`config.mk`:
```
export PLATFORM = sky130hd
export DESIGN_NAME = phy_retention
export DESIGN_NICKNAME = d
export VERILOG_FILES = /design/src/include/phy_retention_pkg.sv /design/src/core/phy_event_counter.sv /design/src/core/phy_retention.sv
export SDC_FILE = /design/constraint.sdc
export NUM_CORES = 1
export LEC_CHECK = 0
export BUFFER_PORTS_ARGS = -buffer_cell sky130_fd_sc_hd__buf_2
export CORE_ASPECT_RATIO = 1.2
export CORE_MARGIN = 4
export CORE_UTILIZATION = 50
export DETAILED_ROUTE_END_ITERATION = 6
export PLACE_DENSITY = 0.74
export SLEW_MARGIN = 20
export SYNTH_ARGS = -nofsm -noshare
export SYNTH_HDL_FRONTEND = slang
export SYNTH_HIERARCHICAL = 1
export SYNTH_SLANG_ARGS = --single-unit
```
`constraint.sdc`:
```
create_clock -name clk_i -period 14.9 [get_ports clk_i]
set_input_delay 3.725 -clock clk_i [delete_from_list [all_inputs] [get_ports clk_i]]
set_output_delay 3.725 -clock clk_i [all_outputs]
set_load 0.02 [all_outputs]
```
`src/include/phy_retention_pkg.sv`:
```
// package: register map, codes and types of the retention and counter block
package phy_retention_pkg;

    // register byte offsets
    localparam logic [9:0] OFS_FEAT     = 10'h000;
    localparam logic [9:0] OFS_STATUS   = 10'h004;
    localparam logic [9:0] OFS_MODES    = 10'h008;
    localparam logic [9:0] OFS_GEOM     = 10'h00c;
    localparam logic [9:0] OFS_LBA_LO   = 10'h010;
    localparam logic [9:0] OFS_LBA_HI   = 10'h014;
    localparam logic [9:0] OFS_SECURITY = 10'h018;
    localparam logic [9:0] OFS_IDENT    = 10'h01c;
    localparam logic [9:0] OFS_LOGCTL   = 10'h020;
    localparam logic [9:0] OFS_STREAM   = 10'h024;
    localparam int         LOG_SEL_BIT  = 9;   // address bit: log page window
    localparam int         LOG_WORDS    = 128; // 512 byte page
    localparam logic [6:0] LOG_LAST     = 7'h7f;

    // set features subcommands
    localparam logic [7:0] SF_WCE_ON    = 8'h02;
    localparam logic [7:0] SF_WCE_OFF   = 8'h82;
    localparam logic [7:0] SF_XFER      = 8'h03;
    localparam logic [7:0] SF_APM_ON    = 8'h05;
    localparam logic [7:0] SF_APM_OFF   = 8'h85;
    localparam logic [7:0] SF_PRESERVE  = 8'h06;
    localparam logic [7:0] SF_DIPM_ON   = 8'h10;
    localparam logic [7:0] SF_DIPM_OFF  = 8'h90;
    localparam logic [7:0] SF_RLA_OFF   = 8'h55;
    localparam logic [7:0] SF_RLA_ON    = 8'haa;
    localparam logic [7:0] SF_REV_ON    = 8'hcc;
    localparam logic [7:0] SF_REV_OFF   = 8'h66;
    localparam logic [7:0] LOG_PHY_PAGE = 8'h11;

    // identify words
    localparam logic [15:0] ID76_VALUE   = 16'h0400; // bit 10: counters
    localparam int          ID79_DIPM    = 3;

    // counter table: width code 1h in bits 14:12, 16-bit counters
    localparam int          CNT_W        = 16;
    localparam int          CNT_TBL      = 4;
    localparam int          CNT_MAND     = 2;
    localparam logic [15:0] CNT_ID [CNT_TBL] = '{
        16'h1001, 16'h100a, 16'h1009, 16'h100b};

    localparam logic [2:0]  UNLOCK_TRIES = 3'h5;
    localparam logic [2:0]  SEC_STATE_PO = 3'h1;
    localparam logic [47:0] MAX_LBA_DEF  = 48'h0000_0fff_ffff;

    typedef struct packed {
        logic        read;
        logic        write;
        logic [9:0]  address;
        logic [31:0] writedata;
    } av_req_s;

    typedef struct packed {
        logic        pres_en;
        logic        dipm_en;
        logic        wce_en;
        logic        apm_en;
        logic        rla_en;
        logic        revert_en;
        logic        sec_frozen;
        logic        san_frozen;
        logic [7:0]  xfer_mode;
        logic [7:0]  apm_level;
        logic [7:0]  mult_size;
        logic [7:0]  stby_timer;
        logic [15:0] geom;
        logic [2:0]  sec_state;
        logic [2:0]  unlock_cnt;
        logic [47:0] max_lba;
        logic [7:0]  rd_err_log;
        logic [7:0]  wr_err_log;
    } cfg_s;

    localparam cfg_s CFG_DEF = '{
        pres_en: 1'b1, dipm_en: 1'b0, wce_en: 1'b1, apm_en: 1'b0,
        rla_en: 1'b1, revert_en: 1'b0, sec_frozen: 1'b0,
        san_frozen: 1'b0, xfer_mode: 8'h00, apm_level: 8'h00,
        mult_size: 8'h00, stby_timer: 8'h00, geom: 16'h0000,
        sec_state: SEC_STATE_PO, unlock_cnt: UNLOCK_TRIES,
        max_lba: MAX_LBA_DEF, rd_err_log: 8'h00, wr_err_log: 8'h00};

endpackage : phy_retention_pkg

```
`src/core/phy_event_counter.sv`:
```
// one saturating phy event counter
`timescale 1ns/1ps
module phy_event_counter #(
    parameter int W = 16
) (
    input  wire logic         clk_i,
    input  wire logic         rst_i,
    input  wire logic         clr_i,
    input  wire logic         inc_i,
    output logic      [W-1:0] count_o
);
    typedef struct packed {
        logic [W-1:0] cnt;
    } cst_s;

    cst_s st_reg;
    cst_s st_next;

    if (W < 2) begin : g_bad_w
        $error("counter width too small");
    end

    ////////////////////////////////////////////////////////////////////
    // event in the same cycle as a clear counts as one, so no event is lost
    always_comb begin
        st_next = st_reg;
        if (clr_i) begin
            st_next.cnt = '0;
        end
        if (inc_i && (clr_i || st_reg.cnt != '1)) begin
            st_next.cnt = clr_i ? W'(1) : st_reg.cnt + W'(1);
        end
    end

    // power-on only: resets of the link leave the count alone
    always_ff @(posedge clk_i or posedge rst_i) begin
        if (rst_i) begin
            st_reg <= '0;
        end else begin
            st_reg <= st_next;
        end
    end

    assign count_o = st_reg.cnt;
endmodule : phy_event_counter

```
`src/core/phy_retention.sv`:
```
// settings preservation and phy event counters behind an avalon slave
//
// The Avalon-MM interface to the registers and the address map were decided locally.
`timescale 1ns/1ps
module phy_retention
    import phy_retention_pkg::*;
#(
    parameter int NUM_CNT = 4
) (
    input  wire logic                      clk_i,
    input  wire logic                      rst_i,
    input  wire phy_retention_pkg::av_req_s av_i,
    output logic                           waitrequest_o,
    output logic                    [31:0] readdata_o,
    input  wire logic                      comreset_i,
    input  wire logic                      soft_rst_i,
    input  wire logic                      bist_i,
    input  wire logic        [NUM_CNT-1:0] evt_i,
    output phy_retention_pkg::cfg_s         cfg_o
);
    import phy_retention_pkg::*;

    typedef struct packed {
        cfg_s        cfg;
        logic        wait_q;
        logic [31:0] rdata;
        logic        clr_armed;
        logic [7:0]  log_page;
        logic [15:0] last_feat;
    } st_s;

    st_s                st_reg;
    st_s                st_next;
    logic [CNT_W-1:0]   cnt_w [NUM_CNT];
    logic               clr_all;
    logic               wr_go;
    logic               rd_go;
    logic [6:0]         word_idx;
    logic [7:0]         sub;
    logic [7:0]         scnt;
    logic [31:0]        rd_val;

    ////////////////////////////////////////////////////////////////////
    // refuse a table the log page or the id list cannot carry
    if (NUM_CNT < CNT_MAND || NUM_CNT > CNT_TBL
        || NUM_CNT > LOG_WORDS - 2) begin : g_bad_cnt
        $error("NUM_CNT out of range");
    end

    ////////////////////////////////////////////////////////////////////
    // counters, one per implemented identifier
    for (genvar g = 0; g < NUM_CNT; g++) begin : g_cnt
        phy_event_counter #(
            .W       (CNT_W)
        ) u_cnt (
            .clk_i   (clk_i),
            .rst_i   (rst_i),
            .clr_i   (clr_all),
            .inc_i   (evt_i[g]),
            .count_o (cnt_w[g])
        );
    end

    ////////////////////////////////////////////////////////////////////
    // bus handshake: request is answered one cycle after it is seen,
    // and takes effect on the edge where waitrequest is low
    assign wr_go    = av_i.write && !st_reg.wait_q;
    assign rd_go    = av_i.read && !st_reg.wait_q;
    assign word_idx = av_i.address[8:2];
    assign sub      = av_i.writedata[7:0];
    assign scnt     = av_i.writedata[15:8];

    // clear after the last word of an armed page read went out
    assign clr_all = bist_i
        || (rd_go && av_i.address[LOG_SEL_BIT]
            && word_idx == LOG_LAST && st_reg.clr_armed);

    ////////////////////////////////////////////////////////////////////
    // read decode; unmapped addresses read as zero
    always_comb begin
        rd_val = 32'h0000_0000;
        if (av_i.address[LOG_SEL_BIT]) begin
            // word 0 is the header, then {value, id} per counter,
            // then zero words whose zero id ends the list
            for (int i = 0; i < NUM_CNT; i++) begin
                if (32'(word_idx) == i + 1) begin
                    rd_val = {cnt_w[i], CNT_ID[i]};
                end
            end
        end else begin
            unique case (av_i.address)
                OFS_FEAT:     rd_val = {16'h0000, st_reg.last_feat};
                OFS_STATUS:   rd_val = {24'h000000,
                                        st_reg.cfg.pres_en,
                                        st_reg.cfg.dipm_en,
                                        st_reg.cfg.wce_en,
                                        st_reg.cfg.apm_en,
                                        st_reg.cfg.rla_en,
                                        st_reg.cfg.revert_en,
                                        st_reg.cfg.sec_frozen,
                                        st_reg.cfg.san_frozen};
                OFS_MODES:    rd_val = {8'h00, st_reg.cfg.mult_size,
                                        st_reg.cfg.apm_level,
                                        st_reg.cfg.xfer_mode};
                OFS_GEOM:     rd_val = {8'h00, st_reg.cfg.stby_timer,
                                        st_reg.cfg.geom};
                OFS_LBA_LO:   rd_val = st_reg.cfg.max_lba[31:0];
                OFS_LBA_HI:   rd_val = {16'h0000,
                                        st_reg.cfg.max_lba[47:32]};
                OFS_SECURITY: rd_val = {24'h000000, 1'b0,
                                        st_reg.cfg.unlock_cnt,
                                        1'b0, st_reg.cfg.sec_state};
                OFS_IDENT:    rd_val = {ID76_VALUE, 16'h0000}
                                       | (32'(st_reg.cfg.dipm_en)
                                          << ID79_DIPM);
                OFS_LOGCTL:   rd_val = {23'h000000, st_reg.clr_armed,
                                        st_reg.log_page};
                OFS_STREAM:   rd_val = {16'h0000, st_reg.cfg.wr_err_log,
                                        st_reg.cfg.rd_err_log};
                default:      rd_val = 32'h0000_0000;
            endcase
        end
    end

    ////////////////////////////////////////////////////////////////////
    // next state: bus writes, then resets, which win over a write
    always_comb begin
        st_next = st_reg;
        st_next.wait_q = !((av_i.read || av_i.write) && st_reg.wait_q);
        if ((av_i.read || av_i.write) && st_reg.wait_q) begin
            st_next.rdata = av_i.read ? rd_val : 32'h0000_0000;
        end
        if (clr_all && !bist_i) begin
            st_next.clr_armed = 1'b0;
        end
        if (wr_go) begin
            unique case (av_i.address)
                OFS_FEAT: begin
                    st_next.last_feat = av_i.writedata[15:0];
                    // subcommands of unsupported features are ignored
                    case (sub)
                        SF_WCE_ON:   st_next.cfg.wce_en = 1'b1;
                        SF_WCE_OFF:  st_next.cfg.wce_en = 1'b0;
                        SF_XFER:     st_next.cfg.xfer_mode = scnt;
                        SF_APM_ON: begin
                            st_next.cfg.apm_en    = 1'b1;
                            st_next.cfg.apm_level = scnt;
                        end
                        SF_APM_OFF:  st_next.cfg.apm_en = 1'b0;
                        SF_PRESERVE: st_next.cfg.pres_en = |scnt;
                        SF_DIPM_ON:  st_next.cfg.dipm_en = 1'b1;
                        SF_DIPM_OFF: st_next.cfg.dipm_en = 1'b0;
                        SF_RLA_ON:   st_next.cfg.rla_en = 1'b1;
                        SF_RLA_OFF:  st_next.cfg.rla_en = 1'b0;
                        SF_REV_ON:   st_next.cfg.revert_en = 1'b1;
                        SF_REV_OFF:  st_next.cfg.revert_en = 1'b0;
                        default:     st_next.cfg = st_reg.cfg;
                    endcase
                end
                OFS_MODES: st_next.cfg.mult_size = av_i.writedata[23:16];
                OFS_GEOM: begin
                    st_next.cfg.geom       = av_i.writedata[15:0];
                    st_next.cfg.stby_timer = av_i.writedata[23:16];
                end
                OFS_LBA_LO: st_next.cfg.max_lba[31:0] = av_i.writedata;
                OFS_LBA_HI:
                    st_next.cfg.max_lba[47:32] = av_i.writedata[15:0];
                OFS_SECURITY: begin
                    // bit0 freeze, bit1 failed unlock, bit2 sanitize
                    // freeze, bit3 loads the state from bits 6:4
                    if (av_i.writedata[0]) begin
                        st_next.cfg.sec_frozen = 1'b1;
                    end
                    if (av_i.writedata[1] && st_reg.cfg.unlock_cnt != '0) begin
                        st_next.cfg.unlock_cnt = st_reg.cfg.unlock_cnt - 3'h1;
                    end
                    if (av_i.writedata[2]) begin
                        st_next.cfg.san_frozen = 1'b1;
                    end
                    if (av_i.writedata[3]) begin
                        st_next.cfg.sec_state = av_i.writedata[6:4];
                    end
                end
                OFS_LOGCTL: begin
                    st_next.log_page  = av_i.writedata[7:0];
                    st_next.clr_armed = av_i.writedata[7:0] == LOG_PHY_PAGE
                                        && av_i.writedata[8];
                end
                OFS_STREAM: begin
                    st_next.cfg.rd_err_log = av_i.writedata[7:0];
                    st_next.cfg.wr_err_log = av_i.writedata[15:8];
                end
                default: st_next.cfg = st_next.cfg;
            endcase
        end
        // comreset: keep the listed settings while preserving; a
        // dropped set returns to defaults, sanitize freeze included; security state, freeze and unlock count never move
        if (comreset_i) begin
            if (st_reg.cfg.pres_en) begin
                st_next.cfg = st_reg.cfg;
            end else begin
                st_next.cfg            = CFG_DEF;
                st_next.cfg.sec_state  = st_reg.cfg.sec_state;
                st_next.cfg.sec_frozen = st_reg.cfg.sec_frozen;
                st_next.cfg.unlock_cnt = st_reg.cfg.unlock_cnt;
            end
            st_next.clr_armed = 1'b0;
        end else if (soft_rst_i && st_reg.cfg.revert_en) begin
            // soft reset keeps settings unless reverting is enabled
            st_next.cfg            = CFG_DEF;
            st_next.cfg.pres_en    = st_reg.cfg.pres_en;
            st_next.cfg.revert_en  = st_reg.cfg.revert_en;
            st_next.cfg.sec_state  = st_reg.cfg.sec_state;
            st_next.cfg.sec_frozen = st_reg.cfg.sec_frozen;
            st_next.cfg.unlock_cnt = st_reg.cfg.unlock_cnt;
            st_next.cfg.max_lba    = st_reg.cfg.max_lba;
        end
    end

    ////////////////////////////////////////////////////////////////////
    // power-on state
    always_ff @(posedge clk_i or posedge rst_i) begin
        if (rst_i) begin
            st_reg           <= '0;
            st_reg.cfg       <= CFG_DEF;
            st_reg.wait_q    <= 1'b1;
        end else begin
            st_reg <= st_next;
        end
    end

    assign waitrequest_o = st_reg.wait_q;
    assign readdata_o    = st_reg.rdata;
    assign cfg_o         = st_reg.cfg;
endmodule : phy_retention

```
==> summary.txt <==
GRT
  – GR peak layer: met2
  – Grt met3 use: 3.73%
  – GR Util met1: 36.1%
  – Global-route wire length before repair: ~69000 um
  – Pin count of the biggest net entering global routing: 114
  – GRT Overall Usage: a little over a quarter
  – Vias in the first global route: 11795
  – GRT overflow: 0
  – GR Layer Usage met2: 46.3%
  – Antenna violations before repair: 1

Power and ir drop
  – Maximum VDD drop: 0.0812 mV
  – Logic pwr share: 12.5%
  – Switching Fraction: between 20% and 30%
  – Clk pwr share: 42.2%
  – Seq pwr share: 45.3%
  – Leak: 0.00700 uW
  – PwrDens: roughly 110 nW/um^2
  – Net Switching: 466 uW
  – Power Internal: 1190 uW

Routing
  – DR iter-0 viols: 1332
  – DR pass1 iterations: 6
  – Routed Antenna Nets: 0
  – Vias per cell: approximately 6.2
  – Via count: ~12000
  – Routed WL: 44600 um
  – # DRC: 0
  – Routed length per placed instance: roughly 23 um

STA
  – Hold Fails Final Rpt: 0
  – Max-slew headroom: 27.2%
  – Min Tclk post-route: 6.17 ns
  – Worst-Margin Slew: roughly 1.1 ns
  – TNS Setup: 0 ns
  – Final Setup Violations: 0
  – Fmax: roughly 0.16 GHz
  – RSZ-0062 raised after global routing: false
  – Final Max Slew Viols: 0
  – Final Skew: 0.0148 ns
  – Fin crit share: about two fifths

Clock tree
  – Post-CTS Resized: 0
  – Hold buffers post-CTS: 0
  – TritonCTS Buffers: 26
  – Root Buffer: clkbuf_16
  – Worst-Skew Late Latency: between 0.5 and 0.6 ns
  – Clk sinks: 248
  – H-Tree Depth: 1
  – Postcts setup bufs: 0
  – CTS tree: built
  – Longest Clk Path Bufs: 3
  – Worst-path clk slew: 0.06 ns

Synth
  – Primary FF master, synth: dfrtp_1
  – Synth cell types: 74
  – Yosys warnings: 6
  – Syn avg cell area: 9.37 um^2
  – Number of synthesized flops with an enable pin: 0
  – Sequential fraction of the synthesis area: between 40 and 50%
  – Synthesis-stage register bit count: 248
  – Post-synthesis cell count: 1550
  – Syn Std Cell Area: 14500 um^2
  – Post-synth ARST share: 100%
  – Syn Nets: 1609

Worst setup path
  – Worst setup path class: in2reg
  – Flop2flop setup slack: 11.83 ns
  – Worst r2r src: waitrequest_o
  – Crit path required time: 15.33 ns
  – Reg2reg end: cfg_o[120]
  – CP max FO: 88
  – Worst EP arrival: 6.60 ns
  – Critical path launch point type: input pin
  – Worst reg-to-reg path cell count: 5
  – CP endpoint kind: flop

Floorplan
  – Initial core utilization: between 50% and 60%
  – Core Rows: 68
  – Horiz. Die Dim: 164 um
  – Die Y: 195 um
  – Die area: approximately 32000 um^2
  – Placeable Area: ~29000 um^2
  – Io pins: about 210

Finish
  – Sequential Area: between 6000 and 7000 um^2
  – Area of the multi-input gates: 6640 um^2
  – Fill cells: 2626
  – Share of cells above drive strength 1: 27.1%
  – Max reg flops: between 100 and 150
  – Nets: 1606
  – Area grow syn2layout: 7.16%
  – Post-route cell area: ~16000 um^2

Hold path
  – Min-Delay Endpoint: readdata_o[18]
  – Worst min-delay path startpoint: readdata_o[18]
  – WHS Path Cells: 2
  – Hold Crit Class: reg2reg

Place
  – Placed cell area: 14600 um^2
  – # port buffers: 211
  – HPWL Detailed: 32000 um
  – GP Congestion: 0.944

Run
  – Max-cap violations: 0

Status
  – Status: finished clean
layout make-up:
cell class,count,area share (%)
antenna,1,0.0161
clock buffer,33,4.60
clock inverter,15,1.28
inverter,27,0.699
multi-input combinational,1018,42.7
sequential,248,40.1
tap,385,3.09
timing repair buffer,226,7.51
per-stage QoR:
step	hold slack, ns	instances	total power, uW	util (%)	worst slack (ns)
after floorplan	0.441	1550	917	-	6.23
after CTS	0.479	1952	1660	54.1	8.76
final	0.474	1953	1650	54.1	8.73
after global placement	0.456	1904	963	50.9	8.31
after global routing	0.491	1952	1710	54.1	8.53
after detailed placement	0.462	1904	967	50.9	8.20
Yosys cell counts, types with 8 or more instances:
cell	number	area share [%]
clkbuf_1	62	1.6
o311ai_1	8	0.48
dfstp_2	35	6.3
a22oi_1	25	1.3
o21ai_1	10	0.34
nand4_1	22	0.95
nand3_1	24	0.83
a221oi_1	29	1.7
o21ai_0	116	4.0
o2bb2ai_1	16	0.96
mux2i_1	16	1.1
and2_1	17	0.73
mux2_4	16	1.7
o41ai_1	16	0.96
a21oi_1	83	2.9
nor2b_1	31	1.3
o31ai_1	36	1.9
a22o_1	36	2.2
or2_2	10	0.43
nand2b_1	8	0.34
buf_2	33	1.1
nor3_1	19	0.65
inv_1	26	0.67
mux2_2	27	2.1
a21oi_2	17	1.0
and3_1	15	0.65
nor2_1	49	1.3
dfrtp_1	213	37
buf_4	162	8.4
nand2_1	243	6.3
layout by cell type, fill, tap and decap left out, drive strengths merged, types with 26 or more instances in the layout:
master,instances
nand4,27
dfstp,35
mux2,47
clkbuf,33
nor3,27
inv,26
nor2,49
o31ai,36
dfrtp,213
o21ai,126
nor2b,31
nand3,28
a21oi,101
nand2,243
buf,226
a221oi,29
a22o,36
critical path, stage by stage:
cell,delay [ns]
buf_2,0.55
nand4b_1,0.18
nor3_1,0.25
or2_2,0.14
buf_4,0.69
nand2b_1,0.32
nor2_1,0.11
nor4_2,0.25
mux2_1,0.35
power by group through the flow:
stage               Combinational, uW  Sequential [uW]  Clock [uW]
floorplan                         171              746           0
global placement                  203              759           0
detailed placement                206              760           0
CTS                               207              749         708
global route                      224              753         736
finish                            206              749         698
cells by family (layout without fill, tap and decap cells):
kind of cell,count (synthesis),count (layout),share of synthesized area (%)
buf+inv,284,301,11.8
flops,248,248,43.0
mux,67,67,5.78
fa+ha+maj,6,6,0.517
other cells,0,1,0
xor+xnor,9,9,0.542
simple gates,505,505,18.3
compound gates,431,431,20.0
worst max path at each step:
stage / from / end / slack, ns
finish: av_i[34] / g_cnt[3].u_cnt/count_o[14] / 8.73
global route: av_i[34] / g_cnt[1].u_cnt/count_o[14] / 8.53
CTS: av_i[34] / g_cnt[3].u_cnt/count_o[14] / 8.76
detailed placement: av_i[34] / g_cnt[3].u_cnt/count_o[14] / 8.20
global placement: av_i[34] / g_cnt[3].u_cnt/count_o[14] / 8.31
floorplan: rst_i / cfg_o[0] / 6.23
layer usage:
layer / wire length (um) / vias up
met5: 12 / -
met4: 1780 / 2
met1: 17100 / 5915
met3: 3590 / 117
li1: - / 5429
met2: 22100 / 650
No activity file was read; power rests on OpenSTA's default activity.
